[src/sar_seq_defines.svh]
`ifndef SAR_SEQ_DEFINES_SVH
`define SAR_SEQ_DEFINES_SVH

// register byte offsets
`define OFS_CTRL 8'h00
`define OFS_STATUS 8'h04
`define OFS_CONFIG 8'h08
`define OFS_CONV_COUNT 8'h0c
`define OFS_DAC_WORD 8'h10

// control and status fields
`define CTRL_PSEUDO_BIT 0
`define STATUS_BUSY_BIT 0
`define STATUS_HOLD_BIT 1
`define STATUS_PRECHARGE_BIT 2
`define STATUS_DAC_WR_BIT 3
`define STATUS_DAC_RD_BIT 4
`define STATUS_STEP_LSB 8
`define STATUS_STEP_MSB 11

// serial configuration word
`define CFG_LAST_BIT 4'hb
`define CFG_RESET_VAL 12'h000
`define DAC_RESET_VAL 12'h3ff
`define CFG_CHSEL_HI 11
`define CFG_CHSEL_LO 10
`define CFG_ACTION_HI 2
`define CFG_ACTION_LO 0
`define ACTION_DAC_WRITE 3'h1
`define ACTION_DAC_READ 3'h3
`define ACTION_RESET 3'h5

// channel codes and multiplexer selections
`define CODE_FIRST_PAIR 2'h0
`define CODE_SECOND_NEG 2'h1
`define CODE_SECOND_PAIR 2'h3
`define SEL_POS_FIRST 2'h0
`define SEL_POS_SECOND_NEG 2'h1
`define SEL_POS_SECOND 2'h2
`define SEL_NEG_FIRST 1'h0
`define SEL_NEG_SECOND 1'h1

// conversion timing in converter clock cycles
`define CONV_CYCLES 4'hc

`endif

[src/sar_seq_pkg.sv]
package sar_seq_pkg;

  typedef enum logic [1:0] {
    ph_acquire,
    ph_hold_wait,
    ph_convert,
    ph_precharge
  } phase_t;

  typedef logic [11:0] config_word_t;

endpackage

[src/config_shifter.sv]
`timescale 1ns/10ps
`include "sar_seq_defines.svh"
module config_shifter (
  // clock and reset
  input wire logic clk_in,
  input wire logic reset_in,
  // sampling strobes
  input wire logic shift_in,
  input wire logic start_in,
  input wire logic bit_in,
  // assembled word
  output sar_seq_pkg::config_word_t word_out,
  output logic done_out,
  output logic active_out
);
  import sar_seq_pkg::*;

  config_word_t shift_r, shift_nxt;
  logic [3:0] count_r, count_nxt;
  logic active_r, active_nxt;
  logic done_r, done_nxt;

  always_comb begin
    shift_nxt = shift_r;
    count_nxt = count_r;
    active_nxt = active_r;
    done_nxt = 1'b0;
    if (shift_in && (active_r || start_in)) begin
      shift_nxt = {shift_r[10:0], bit_in}; // msb arrives first
      if (!active_r) begin
        active_nxt = 1'b1;
        count_nxt = 4'h1;
      end else if (count_r == `CFG_LAST_BIT) begin
        // word complete on its twelfth falling edge; clock may stop here
        active_nxt = 1'b0;
        count_nxt = 4'h0;
        done_nxt = 1'b1;
      end else begin
        count_nxt = count_r + 4'h1;
      end
    end
  end

  always_ff @(posedge clk_in or posedge reset_in) begin
    if (reset_in) begin
      shift_r <= `CFG_RESET_VAL;
      count_r <= 4'h0;
      active_r <= 1'b0;
      done_r <= 1'b0;
    end else begin
      shift_r <= shift_nxt;
      count_r <= count_nxt;
      active_r <= active_nxt;
      done_r <= done_nxt;
    end
  end

  assign word_out = shift_r;
  assign done_out = done_r;
  assign active_out = active_r;
endmodule

[src/dual_sar_conversion_sequencer.sv]
`timescale 1ns/10ps
`include "sar_seq_defines.svh"
// Functional notes
// - strobe rising edge puts both inputs into hold
// - conversion starts at next converter clock rise
// - both converters sample and convert together
// - read strobe sampled on converter clock fall
// - one conversion lasts twelve converter clocks
// - one precharge cycle, then reconnect multiplexer
// - clock may stop after sixteenth fall; state kept
// - clock may stop after fourteenth fall, DAC write
// - busy stays low during whole acquisition
// - full differential codes 00 and 11 pair inputs
// - pseudo differential codes 00/01/10 share negative
// - channel bits of config word select inputs
// - power-on reset restores default configuration
// - software reset through the action field
// - busy rises at hold, falls at conversion end
// - twelve-bit config word, msb first, channel top
// - action 101 resets, 001/011 arm DAC access
module dual_sar_conversion_sequencer (
  // system
  input wire logic sys_clk_in,
  input wire logic reset_in,
  // host pins
  input wire logic conversion_clock_in,
  input wire logic conversion_start_strobe_in,
  input wire logic read_strobe_in,
  input wire logic serial_config_input_in,
  // wishbone slave
  input wire logic wb_cyc_in,
  input wire logic wb_stb_in,
  input wire logic wb_we_in,
  input wire logic [7:0] wb_adr_in,
  input wire logic [3:0] wb_sel_in,
  input wire logic [31:0] wb_dat_in,
  output logic [31:0] wb_dat_out,
  output logic wb_ack_out,
  // analog front-end control
  output logic sample_hold_out,
  output logic precharge_out,
  output logic busy_out,
  output logic [1:0] positive_select_out,
  output logic negative_select_out,
  output sar_seq_pkg::phase_t phase_out,
  output logic [3:0] sar_step_out,
  output logic dac_write_pending_out,
  output logic dac_read_pending_out
);
  import sar_seq_pkg::*;

  logic dclk_rise, dclk_fall;
  logic strobe_rise;
  logic read_level;
  logic serial_level;
  config_word_t frame_word;
  logic frame_done, frame_active;

  // host clock is just sampled, so duty cycle only needs each phase > 1 period
  pin_sync clock_sync (
    .clk_in(sys_clk_in),
    .reset_in(reset_in),
    .pin_in(conversion_clock_in),
    .level_out(),
    .rise_out(dclk_rise),
    .fall_out(dclk_fall)
  );

  pin_sync strobe_sync (
    .clk_in(sys_clk_in),
    .reset_in(reset_in),
    .pin_in(conversion_start_strobe_in),
    .level_out(),
    .rise_out(strobe_rise),
    .fall_out()
  );

  pin_sync read_sync (
    .clk_in(sys_clk_in),
    .reset_in(reset_in),
    .pin_in(read_strobe_in),
    .level_out(read_level),
    .rise_out(),
    .fall_out()
  );

  pin_sync serial_sync (
    .clk_in(sys_clk_in),
    .reset_in(reset_in),
    .pin_in(serial_config_input_in),
    .level_out(serial_level),
    .rise_out(),
    .fall_out()
  );

  config_shifter shifter (
    .clk_in(sys_clk_in),
    .reset_in(reset_in),
    .shift_in(dclk_fall),
    .start_in(read_level), // read strobe looked at only on falls
    .bit_in(serial_level),
    .word_out(frame_word),
    .done_out(frame_done),
    .active_out(frame_active)
  );

  // conversion sequencer
  phase_t phase_r, phase_nxt;
  logic [3:0] step_r, step_nxt;
  logic hold_r, hold_nxt;
  logic pre_r, pre_nxt;
  logic busy_r, busy_nxt;
  logic [15:0] count_r, count_nxt;

  always_comb begin
    phase_nxt = phase_r;
    step_nxt = step_r;
    hold_nxt = hold_r;
    pre_nxt = pre_r;
    busy_nxt = busy_r;
    count_nxt = count_r;
    // past acquisition nothing moves without host clock edges, so a stopped clock freezes state
    unique case (phase_r)
      ph_acquire: begin
        if (strobe_rise) begin
          phase_nxt = ph_hold_wait;
          hold_nxt = 1'b1; // one switch control for both converters
          busy_nxt = 1'b1;
        end
      end
      ph_hold_wait: begin
        // a rise coinciding with the strobe is not used; start waits for the next
        if (dclk_rise) begin
          phase_nxt = ph_convert;
          step_nxt = 4'h1;
        end
      end
      ph_convert: begin
        if (dclk_rise) begin
          if (step_r == `CONV_CYCLES) begin
            phase_nxt = ph_precharge;
            step_nxt = 4'h0;
            busy_nxt = 1'b0;
            pre_nxt = 1'b1;
            count_nxt = count_r + 16'h0001;
          end else begin
            step_nxt = step_r + 4'h1;
          end
        end
      end
      ph_precharge: begin
        if (dclk_rise) begin
          phase_nxt = ph_acquire; // reconnect after a single cycle
          pre_nxt = 1'b0;
          hold_nxt = 1'b0;
        end
      end
    endcase
    // strobes outside acquisition fall through unused
  end

  always_ff @(posedge sys_clk_in or posedge reset_in) begin
    if (reset_in) begin
      phase_r <= ph_acquire;
      step_r <= 4'h0;
      hold_r <= 1'b0;
      pre_r <= 1'b0;
      busy_r <= 1'b0;
      count_r <= 16'h0000;
    end else begin
      phase_r <= phase_nxt;
      step_r <= step_nxt;
      hold_r <= hold_nxt;
      pre_r <= pre_nxt;
      busy_r <= busy_nxt;
      count_r <= count_nxt;
    end
  end

  // configuration word and DAC access
  config_word_t config_r, config_nxt;
  config_word_t dac_r, dac_nxt;
  logic dac_wr_r, dac_wr_nxt;
  logic dac_rd_r, dac_rd_nxt;
  logic [2:0] action;

  assign action = frame_word[`CFG_ACTION_HI:`CFG_ACTION_LO];

  always_comb begin
    config_nxt = config_r;
    dac_nxt = dac_r;
    dac_wr_nxt = dac_wr_r;
    dac_rd_nxt = dac_rd_r;
    if (frame_done) begin
      dac_wr_nxt = 1'b0;
      dac_rd_nxt = 1'b0;
      if (dac_wr_r) begin
        dac_nxt = frame_word; // armed frame carries DAC data
      end else if (dac_rd_r) begin
        config_nxt = config_r; // armed read frame leaves settings alone
      end else if (action == `ACTION_RESET) begin
        config_nxt = `CFG_RESET_VAL;
        dac_nxt = `DAC_RESET_VAL;
      end else begin
        config_nxt = frame_word;
        dac_wr_nxt = (action == `ACTION_DAC_WRITE);
        dac_rd_nxt = (action == `ACTION_DAC_READ);
      end
    end
  end

  always_ff @(posedge sys_clk_in or posedge reset_in) begin
    if (reset_in) begin
      config_r <= `CFG_RESET_VAL; // power-on default
      dac_r <= `DAC_RESET_VAL;
      dac_wr_r <= 1'b0;
      dac_rd_r <= 1'b0;
    end else begin
      config_r <= config_nxt;
      dac_r <= dac_nxt;
      dac_wr_r <= dac_wr_nxt;
      dac_rd_r <= dac_rd_nxt;
    end
  end

  // input multiplexer
  logic pseudo_r, pseudo_nxt;
  logic [1:0] pos_r, pos_nxt;
  logic neg_r, neg_nxt;
  logic [1:0] chan_code;

  assign chan_code = config_r[`CFG_CHSEL_HI:`CFG_CHSEL_LO];

  always_comb begin
    pos_nxt = pos_r;
    neg_nxt = neg_r;
    // only retarget while sampling so a held sample is never disturbed
    if (phase_r == ph_acquire) begin
      if (chan_code == `CODE_FIRST_PAIR) begin
        pos_nxt = `SEL_POS_FIRST;
      end else if (chan_code == `CODE_SECOND_NEG) begin
        pos_nxt = `SEL_POS_SECOND_NEG;
      end else begin
        pos_nxt = `SEL_POS_SECOND;
      end
      // pseudo mode keeps the first negative input as common mode for every code
      if (!pseudo_r && chan_code == `CODE_SECOND_PAIR) begin
        neg_nxt = `SEL_NEG_SECOND;
      end else begin
        neg_nxt = `SEL_NEG_FIRST;
      end
    end
  end

  always_ff @(posedge sys_clk_in or posedge reset_in) begin
    if (reset_in) begin
      pos_r <= `SEL_POS_FIRST;
      neg_r <= `SEL_NEG_FIRST;
    end else begin
      pos_r <= pos_nxt;
      neg_r <= neg_nxt;
    end
  end

  // wishbone slave
  logic ack_r, ack_nxt;
  logic [31:0] rdata_r, rdata_nxt;
  logic req;
  logic [31:0] rmux;

  assign req = wb_cyc_in & wb_stb_in & ~ack_r;

  always_comb begin
    rmux = 32'h00000000;
    unique case (wb_adr_in)
      `OFS_CTRL: rmux[`CTRL_PSEUDO_BIT] = pseudo_r;
      `OFS_STATUS: begin
        rmux[`STATUS_BUSY_BIT] = busy_r;
        rmux[`STATUS_HOLD_BIT] = hold_r;
        rmux[`STATUS_PRECHARGE_BIT] = pre_r;
        rmux[`STATUS_DAC_WR_BIT] = dac_wr_r;
        rmux[`STATUS_DAC_RD_BIT] = dac_rd_r;
        rmux[`STATUS_STEP_MSB:`STATUS_STEP_LSB] = step_r;
      end
      `OFS_CONFIG: rmux[11:0] = config_r;
      `OFS_CONV_COUNT: rmux[15:0] = count_r;
      `OFS_DAC_WORD: rmux[11:0] = dac_r;
      default: rmux = 32'h00000000;
    endcase
  end

  always_comb begin
    ack_nxt = req;
    rdata_nxt = rdata_r;
    pseudo_nxt = pseudo_r;
    if (req) begin
      rdata_nxt = wb_we_in ? 32'h00000000 : rmux;
      if (wb_we_in && wb_adr_in == `OFS_CTRL && wb_sel_in[0]) begin
        pseudo_nxt = wb_dat_in[`CTRL_PSEUDO_BIT];
      end
    end
  end

  always_ff @(posedge sys_clk_in or posedge reset_in) begin
    if (reset_in) begin
      ack_r <= 1'b0;
      rdata_r <= 32'h00000000;
      pseudo_r <= 1'b0;
    end else begin
      ack_r <= ack_nxt;
      rdata_r <= rdata_nxt;
      pseudo_r <= pseudo_nxt;
    end
  end

  assign wb_ack_out = ack_r;
  assign wb_dat_out = rdata_r;
  assign sample_hold_out = hold_r;
  assign precharge_out = pre_r;
  assign busy_out = busy_r;
  assign positive_select_out = pos_r;
  assign negative_select_out = neg_r;
  assign phase_out = phase_r;
  assign sar_step_out = step_r;
  assign dac_write_pending_out = dac_wr_r;
  assign dac_read_pending_out = dac_rd_r;
endmodule

[src/pin_sync.sv]
`timescale 1ns/10ps
module pin_sync (
  // clock and reset
  input wire logic clk_in,
  input wire logic reset_in,
  // asynchronous pin
  input wire logic pin_in,
  // synchronised level and edges
  output logic level_out,
  output logic rise_out,
  output logic fall_out
);
  logic meta_r, meta_nxt;
  logic level_r, level_nxt;
  logic prev_r, prev_nxt;

  always_comb begin
    meta_nxt = pin_in;
    level_nxt = meta_r;
    prev_nxt = level_r;
  end

  always_ff @(posedge clk_in or posedge reset_in) begin
    if (reset_in) begin
      meta_r <= 1'b0;
      level_r <= 1'b0;
      prev_r <= 1'b0;
    end else begin
      meta_r <= meta_nxt;
      level_r <= level_nxt;
      prev_r <= prev_nxt;
    end
  end

  assign level_out = level_r;
  assign rise_out = level_r & ~prev_r;
  assign fall_out = ~level_r & prev_r;
endmodule

[config.mk]
export PLATFORM = sky130hd
export DESIGN_NAME = dual_sar_conversion_sequencer
export DESIGN_NICKNAME = d
export VERILOG_FILES = /design/src/sar_seq_pkg.sv /design/src/config_shifter.sv /design/src/dual_sar_conversion_sequencer.sv /design/src/pin_sync.sv
export VERILOG_INCLUDE_DIRS = /design/src
export SDC_FILE = /design/constraint.sdc
export NUM_CORES = 1
export LEC_CHECK = 0
export BUFFER_PORTS_ARGS = -buffer_cell sky130_fd_sc_hd__buf_2
export CORE_MARGIN = 3
export CORE_UTILIZATION = 60
export CTS_BUF_LIST = sky130_fd_sc_hd__clkbuf_4
export DETAILED_ROUTE_END_ITERATION = 6
export GPL_TIMING_DRIVEN = 0
export PLACE_DENSITY = 0.87
export SLEW_MARGIN = 20
export SYNTH_ARGS = -nofsm -noshare
export SYNTH_HDL_FRONTEND = slang
export SYNTH_SLANG_ARGS = --single-unit
[constraint.sdc]
create_clock -name sys_clk_in -period 7.66 [get_ports sys_clk_in]
set_input_delay 0.383 -clock sys_clk_in [delete_from_list [all_inputs] [get_ports sys_clk_in]]
set_output_delay 0.383 -clock sys_clk_in [all_outputs]
set_load 0.05 [all_outputs]
==> Word level (Yosys, flattened, before mapping) <==
Cells that the tools add are included.
{ "totals": {"wordCells": 131, "register_bits": 116} }
{ "op_classes": {"mux": 45, "bitwise": 11, "addsub": 3, "n_reduce_logical": 23, "n_eq_ne": 20} }
{ "ops": {"columns": ["operator", "count"], "rows": [
  ["$mux W12", 4],
  ["$pmux W4 S4", 2],
  ["$mux W4", 6],
  ["$mux W1", 18],
  ["$add A16 B1 Y16 const B", 1],
  ["$eq A8 B4 Y1 const B", 2],
  ["$mux W16", 1],
  ["$reduce_and A3 Y1", 5],
  ["$mux W2", 7],
  ["$reduce_bool A2 Y1", 5],
  ["$pmux W3 S3", 1],
  ["$add A4 B1 Y4 const B", 2],
  ["$eq A4 B4 Y1 const B", 2],
  ["$eq A8 B3 Y1 const B", 1],
  ["$eq A8 B5 Y1 const B", 1],
  ["$logic_not A8 Y1", 1],
  ["$pmux W2 S4", 1],
  ["$pmux W4 S2", 1],
  ["$reduce_and A4 Y1", 2],
  ["$eq A2 B2 Y1 const B", 3],
  ["$ne A2 B1 Y1 const B", 3],
  ["$ne A2 B2 Y1 const B", 3],
  ["$not A1 Y1", 6],
  ["$pmux W1 S2", 3],
  ["12 further kinds", 21]
]} }

==> Logic depth before layout (Yosys ltp) <==
Gate-level depths: netlist of run 1.
{ "depth": {"word_depth": 4, "ltp_mapped": 7} }

==> Modules after synthesis <==
A second synthesis of run 1 with hierarchy kept.
{ "hier_totals": {"cells_unflattened": 403, "area_unflattened_um2": 4647.0} }
{ "modules_own_cells": {"columns": ["module", "area_per_inst_um2", "instances", "seq_area_each_um2", "cells_each"], "rows": [
  ["dual_sar_conversion_sequencer", 3493.4, 1, 1814.2, 325],
  ["config_shifter", 778.2, 1, 450.4, 54],
  ["pin_sync", 93.8, 4, 75.1, 6]
]} }

==> Least setup slack after synthesis of run 1 <==
Ideal clock, no wire load.
{ "synth_timing": {"path_kind": "register to register", "start": "register phase_r[0], in the netlist phase_out[0]", "end": "register count_r[11]", "period_less_slack_ns": 2.057, "required_ns": 7.581, "slack_ns": 5.603, "arrival_time_ns": 1.978, "n_path_buf": 1, "path_stages_with_launch": 8, "setup_ns": 0.079, "path_cell_list": "dfrtp_1 -> inv_1 -> ha_1 -> buf_4 -> nand3b_2 -> or4_4 -> nor2_2 -> xor2_1"} }
{ "synth_between": {"elab_chain_len": 2} }
{ "synth_lines": {"columns": ["item", "line_no", "source"], "rows": [
  ["start: declaration", "dual_sar_conversion_sequencer.sv:108", "phase_t phase_r, phase_nxt;"],
  ["start signal: assignment", "dual_sar_conversion_sequencer.sv:164", "phase_r <= ph_acquire;"],
  ["start signal: assignment", "dual_sar_conversion_sequencer.sv:171", "phase_r <= phase_nxt;"],
  ["$eq A2 B2 Y1", "dual_sar_conversion_sequencer.sv:123", "unique case (phase_r)"],
  ["$reduce_and A3 Y1 (no line)", null, null],
  ["end signal: assignment", "dual_sar_conversion_sequencer.sv:176", "count_r <= count_nxt;"],
  ["end: declaration", "dual_sar_conversion_sequencer.sv:113", "logic [15:0] count_r, count_nxt;"]
]} }
No other way between the ends.
A chain may end at the register's enable or synchronous reset.

==> Final worst setup path of run 1 <==
{ "layout_timing": {"start": "register shifter.done_r, in the netlist shifter.done_out", "end": "register config_r[10]"} }
{ "layout_between": {"elab_chain_len": 1} }
{ "layout_lines": {"columns": ["item", "line_no", "source"], "rows": [
  ["start: declaration", "config_shifter.sv:21", "logic done_r, done_nxt;"],
  ["start signal: assignment", "config_shifter.sv:54", "done_r <= done_nxt;"],
  ["$reduce_and A3 Y1 (no line)", null, null],
  ["end signal: assignment", "dual_sar_conversion_sequencer.sv:214", "config_r <= `CFG_RESET_VAL;"],
  ["end signal: assignment", "dual_sar_conversion_sequencer.sv:219", "config_r <= config_nxt;"],
  ["end: declaration", "dual_sar_conversion_sequencer.sv:181", "config_word_t config_r, config_nxt;"]
]} }
No other way between the ends.

==> results.yml, run 1 <==
status:
  status: "completed"
worst_setup_path:
  crit_type: "flop to flop"
  r2r-end: "config_r[10]"
  timing.rr.start: "shifter.done_out"
  cp_num_buf_inv: 1
  cp_max_fo: 10
  crit_path_top_delay_cell: "a31oi_2"
  cp_cell_sequence: "clkbuf_1, nand3_1, a31oi_2, a22o_1"
  cp_top_family: "compound AO/OA/AOI/OAI gates"
  reg2reg_slack_ps: 5650
  r2r_cells: 4
  max_stage_delay_ps: 690
  crit_required_ps: 8040
  cp_data_arrival_time_ps: 2400
  cp-end-kind: "flop"
  start_kind: "flop"
logic_synthesis:
  post_synth_num_cell_types: 55
  synth-adder-area-share_pct: 2.20
  synth_area_leaders: "dfrtp_1 50%, dfstp_2 5.8%, mux2_2 5.7%"
  seq_area_frac_synth_pct: 55.3
  synthArstFlopShare_pct: 100
  synth_top_family_by_area: "compound AO/OA/AOI/OAI gates"
  postSynthCellCount: 386
  synth_xor_area_share_pct: 3.27
  synth-edff-count: 0
  synth.largest_area_cell: "dfrtp_1"
  yosysWarnings: 0
  ys_ff_latch: 100
  synthFlopType: "dfrtp_1"
  synthMuxAreaShare_pct: 5.70
  synth_compound_area_share_pct: 15.3
  synth_simple_gate_area_share_pct: 12.9
  mappedNetlistArea_um2: 4550
  synth_top_area_share_pct: 49.5
  avgSynthCellArea_um2: 11.8
sta:
  timing.slew.headroom_pct: 54.5
  max_freq_ghz: 0.497
  fin_crit_ps: 2010
  final_max_slew_viol_count: 0
  finalSetupTns_ps: 0
  timing.final.crit_share_pct: 26.3
  skew_ps: 8.61
  fin_ws_ps: 5650
  setup_viol_count_final: 0
  rsz0062_at_grt: "false"
  max_slew.worst_pin.slew_ps: 676
  hold_violations: 0
detailed_routing:
  wire_per_inst_um: 17.0
  drtAntennaViolNets: 0
  routed-via-count: 3355
  drt_iter0_drc: 246
  drt_wl_total_mm: 9.65
  drc: 0
  viasPerCell: 5.93
  dr.pass1.iters: 5
worst_hold_path:
  hold_end: "clock_sync.level_nxt"
  hold_depth: 1
  hp-class: "primary input to flop"
  min_from: "conversion_clock_in"
power:
  cellLeakagePower_nw: 2.40
  cellPowerDensity_nw_per_um2: 253
  peakVddDrop_v: 0.000157
place:
  dp_slack_ps: 5650
  place_hpwl_mm: 7.10
  place_congestion: 0.898
  portBuffers: 47
  place_inst: 548
floorplan:
  die_h_um: 93.1
  initial_core_util_pct: 62.4
  die_w_um: 93.1
  rows: 31
  dieArea_um2: 8660
  core_um2: 7290
  ios: 100
layout:
  syn_to_final_growth_pct: 12.7
  layout.cells.non_filler: 566
  nFillCells: 540
  layout_common_cells: "90 x dfrtp_1, 51 x buf_2, 34 x nand2_1"
  multiInputGateArea_um2: 1850
  nets: 523
  drive_gt1_share_pct: 28.5
  final_common_cell: "dfrtp_1"
  diodes: 0
  regArea_um2: 2510
grt:
  gr-total-overflow: 0
  grt_pass1_vias: 3223
  grt_util_all_layers_pct: 23.6
  grt_antenna_before_repair: 0
  grt_pass1_wl_mm: 15.8
  grt_max_degree: 78
clock_network:
  clock_sinks: 100
  cts_root_buf: "clkbuf_4"
  cts-resized-gates: 0
  clkLatencyLatePin_ps: 440
  htreeDepth: 3
  numCtsBuffers: 9
  cts_setup_buffers: 0
  clk_pin_slew_worst_paths_ps: 140
  cts_tree: "built"
  hold_buffers: 1
  cts_buffer_depth: 2
flow_run:
  maxCapViolCount: 0
worst max path at each step:
stage,startpoint,to,slack [ps],depth (start not counted)
6_report,shifter.done_out,config_r[10],5650,4
5_1_grt,shifter.done_out,config_r[10],5510,4
4_1_cts,phase_out[0],count_r[1],5670,6
3_5_place_dp,wb_adr_in[3],wb_dat_out[2],5650,5
3_3_place_gp,reset_in,wb_dat_out[3],3680,2
2_1_floorplan,reset_in,busy_out,4670,1
where the power goes:
group / switching [mW] / internal, mW / total (mW)
Sequential: 0.0854 / 0.612 / 0.697
Combinational: 0.232 / 0.135 / 0.367
Clock: 0.171 / 0.0642 / 0.235
Total: 0.488 / 0.811 / 1.30
Yosys cell counts, types with 2 or more instances:
library cell,n
nor3b_1,3
o2bb2ai_1,3
and2_1,2
ha_1,8
nand3_1,12
nand4_1,5
nor2_1,11
mux2_2,23
buf_4,18
dfrtp_1,90
xnor2_1,10
a222oi_1,7
a22o_1,16
xor2_1,7
o21a_1,3
a32o_1,6
o21ai_0,14
buf_2,4
o32ai_1,2
nor4b_4,2
nor2_2,3
dfstp_2,10
clkbuf_1,5
nand2_1,34
nor3_1,7
inv_1,14
o21ai_1,12
nor2b_1,3
nor4_1,2
nand3b_1,2
a21oi_1,11
o22a_1,11
a22oi_1,2
nand2b_1,3
worst register-to-register path, cell delays in order, from the launching register on:
cell	delay, ps
dfrtp_1	360
clkbuf_1	260
nand3_1	400
a31oi_2	690
a22o_1	240
stage by stage:
step | area [µm²] | power, mW | hold WS (ps) | utilization, %
floorplan | 4600 | 0.971 | 331 | -
global placement | 4960 | 1.05 | 332 | 68.1
detailed placement | 4990 | 1.07 | 338 | 68.5
CTS | 5120 | 1.30 | 9.24 | 70.2
global route | 5130 | 1.37 | 2.83 | 70.3
finish | 5130 | 1.30 | 31.8 | 70.3
final cells by class:
class	instances	share of cell area, %
buffer	28	3.61
clock buffer	9	1.32
clock inverter	7	0.854
inverter	14	1.12
multi-input combinational	259	36.1
sequential	100	49.1
tap	99	2.42
timing repair buffer	50	5.52
registers in the layout, summed over array words and instances (netlist names), 2 cells and up:
| register | flops |
|---|---|
| dac_r | 12 |
| count_r | 16 |
| shifter.count_r | 4 |
| config_r | 12 |
| wb_dat_out | 16 |
| shifter.word_out | 12 |
| sar_step_out | 4 |
| phase_out | 2 |
| positive_select_out | 2 |
cell families (layout without fill, tap and decap cells):
family	Yosys count	after routing
other	1	16
DFF	100	100
AOI/OAI and AO/OA	94	94
xor gates and xnor gates	17	17
muxes	23	23
buffers and inverters	42	108
and+or+nand+nor	101	101
adders and majority gates	8	8
routing by layer:
metal / track usage, % / up-vias / share of wire [%] / wire length (µm)
met5: 0 / - / 0 / 0
met4: 10.7 / 0 / 2.8 / 274
met3: 5.15 / 32 / 6.6 / 634
met2: 37.1 / 125 / 47 / 4580
met1: 31.6 / 1661 / 43 / 4160
li1: - / 1537 / - / -
Power figures use the tool's default switching activity.
==> run 2, diff against run 1 <==
Settings changed: ABC_AREA set to 1, CORE_UTILIZATION 60 to 57, PLACE_DENSITY 0.87 to 0.83.
Clock period 7.66 ns to 2 ns, I/O delays scaled along.
==> run 2 against run 1 <==
Via count rose by 21%. Sequential share of layout area fell by 3.1 points. Worst hold slack better by 6.5 ps. Utilization down 0.93 points. Largest cell class unchanged. Largest power group unchanged.
==> results.yml, run 2 <==
logic_synthesis:
  synth_top_area_share_pct: 47.7
  synth.most_common_cell: "nand2_1"
  synthFlopType: "dfrtp_1"
  post_synth_num_cell_types: 32
  synth_common_cells: "126 x nand2_1, 90 x dfrtp_1, 76 x nand3_1"
  synth.largest_area_cell: "dfrtp_1"
  postSynthCellCount: 555
  synthArstFlopShare_pct: 100
  synth-edff-count: 0
  avgSynthCellArea_um2: 8.51
  yosysWarnings: 0
  ys_ff_latch: 100
  mappedNetlistArea_um2: 4720
  synth_area_leaders: "dfrtp_1 48%, nand2_1 10%, nand3_1 8.1%"
  seq_area_frac_synth_pct: 53.2
worst_setup_path:
  cp-end-kind: "flop"
  crit_required_ps: 2340
  r2r_cells: 8
  r2r-end: "count_r[7]"
  crit_path_start: "sar_step_out[0]"
  cp_max_fo: 4
  reg2reg_slack_ps: 210
  crit_type: "flop to flop"
  start_kind: "flop"
  cp_data_arrival_time_ps: 2140
  crit_end: "count_r[7]"
  timing.rr.start: "sar_step_out[0]"
detailed_routing:
  routed-via-count: 4058
  drt_iter0_drc: 203
  drt_wl_total_mm: 10.7
  wire_per_inst_um: 14.2
  dr.pass1.iters: 5
  viasPerCell: 5.42
  drc: 0
  drtAntennaViolNets: 0
clock_network:
  cts_setup_buffers: 0
  clock_sinks: 100
  clkLatencyLatePin_ps: 460
  cts_tree: "built"
  numCtsBuffers: 9
  cts_root_buf: "clkbuf_4"
  cts_buffer_depth: 2
  clk_pin_slew_worst_paths_ps: 140
  htreeDepth: 3
power:
  finalPower_mw: 4.97
  peakVddDrop_v: 0.000608
  cellLeakagePower_nw: 2.77
  cellPowerDensity_nw_per_um2: 908
place:
  place_hpwl_mm: 7.97
  post_dp_cell_area_um2: 5220
  place_congestion: 0.924
  portBuffers: 49
layout:
  nets: 703
  diodes: 0
  syn_to_final_growth_pct: 15.8
  layout_common_cells: "126 x nand2_1, 90 x dfrtp_1, 76 x nand3_1"
  drive_gt1_share_pct: 19.0
  final_common_cell: "nand2_1"
  stdcell_area_um2: 5470
grt:
  gr-total-overflow: 0
  grt_pass1_wl_mm: 18.7
  grt_max_degree: 33
  grt_antenna_before_repair: 0
  grt_util_met1_pct: 30.7
  top_usage_layer: "met2"
  grt_util_all_layers_pct: 24.0
  grt_pass1_vias: 4090
  met3_usage_pct: 5.12
  grt_util_met2_pct: 39.0
floorplan:
  initial_core_util_pct: 59.9
  core_um2: 7890
  rows: 32
  dieArea_um2: 9420
  die_w_um: 97.0
  ios: 100
  die_h_um: 97.0
worst_hold_path:
  hp-class: "primary input to flop"
  hold_depth: 5
sta:
  finalSetupTns_ps: 0
  skew_ps: 21.0
  setup_viol_count_final: 0
  final_max_slew_viol_count: 0
  fin_crit_ps: 1790
  rsz0062_at_grt: "false"
  max_slew.worst_pin.slew_ps: 643
  hold_violations: 0
  timing.final.crit_share_pct: 89.7
  timing.slew.headroom_pct: 56.8
  max_freq_ghz: 0.557
status:
  status: "completed"
flow_run:
  maxCapViolCount: 0
-- run 2: cell count changes in the layout (fill, tap and decap cells not counted), moves of 16 or more --
cell     before  now
inv_1        13   57
mux2_2       23    0
nor2_1       11   36
nand2_1      34  126
o21ai_0      14   45
nand3_1      12   76
a22o_1       16    0
-- run 2: where the power goes --
part / leakage, nW / switching, mW / internal [mW] / total (mW)
clock network: 0.0879 / 0.693 / 0.517 / 1.21
registers: 1.30 / 0.217 / 2.27 / 2.49
logic: 1.39 / 0.910 / 0.358 / 1.27
total: 2.77 / 1.82 / 3.15 / 4.97
-- run 2: layer usage --
| metal | share of wire, % | up-vias |
|---|---|---|
| li1 | - | 1954 |
| met1 | 44 | 1931 |
| met2 | 46 | 143 |
| met3 | 6.6 | 30 |
| met4 | 3.2 | 0 |
| met5 | 0 | - |
-- run 2: area by class of cell --
| class | count | area (µm²) |
|---|---|---|
| Sequential cell | 100 | 2510 |
| Fill cell | 623 | 2420 |
| Multi-Input combinational cell | 379 | 1850 |
| Timing Repair Buffer | 61 | 395 |
| Inverter | 63 | 240 |
| Buffer | 28 | 183 |
| Tap cell | 102 | 128 |
| Clock inverter | 7 | 96.3 |
| Clock buffer | 9 | 67.6 |
-- run 2: worst min-delay path by stage --
stage,from,endpoint,slack [ps]
final,wb_we_in,wb_dat_out[0],40
after global routing,wb_we_in,wb_dat_out[0],50
after CTS,wb_we_in,wb_dat_out[0],30
after detailed placement,reset_in,read_sync.level_out,80
after global placement,conversion_start_strobe_in,strobe_sync.level_nxt,210
after floorplan,conversion_clock_in,clock_sync.level_nxt,130
-- run 2: logic make-up (layout without fill, tap and decap cells) --
family	count (synthesis)	after routing	share of synthesized area (%)
adder cells (fa/ha/maj)	8	8	2.12
AND/OR/NAND/NOR	272	272	25.7
other	1	16	0.0794
AO/OA/AOI/OAI	72	72	7.97
XOR/XNOR	11	11	2.04
flip-flops	100	100	53.2
buffers and inverters	91	168	8.87
-- run 2: through the flow --
| stage | setup slack, ps | instances | util (%) | hold slack (ps) |
|---|---|---|---|---|
| floorplan | 251 | 570 | - | 131 |
| global placement | 136 | 721 | 65.4 | 208 |
| detailed placement | 287 | 724 | 66.1 | 75.8 |
| CTS | 231 | 749 | 69.4 | 27.1 |
| global route | 53.6 | 749 | 69.4 | 50.8 |
| finish | 206 | 749 | 69.4 | 38.3 |
-- run 2: critical path: stages (launching register included) --
cell     delay [ps]
dfrtp_1         480
inv_1           140
ha_1            150
nand3_1         180
nor2_1          150
nand2_1         180
nor2_2          170
nand3_1         100
xnor2_1         150
-- run 2: what timing repair did --
| action | in CTS | in global routing |
|---|---|---|
| gates resized for setup | 0 | 0 |
| hold endpoints to repair | 40 | 0 |
| hold buffers | 9 | 0 |
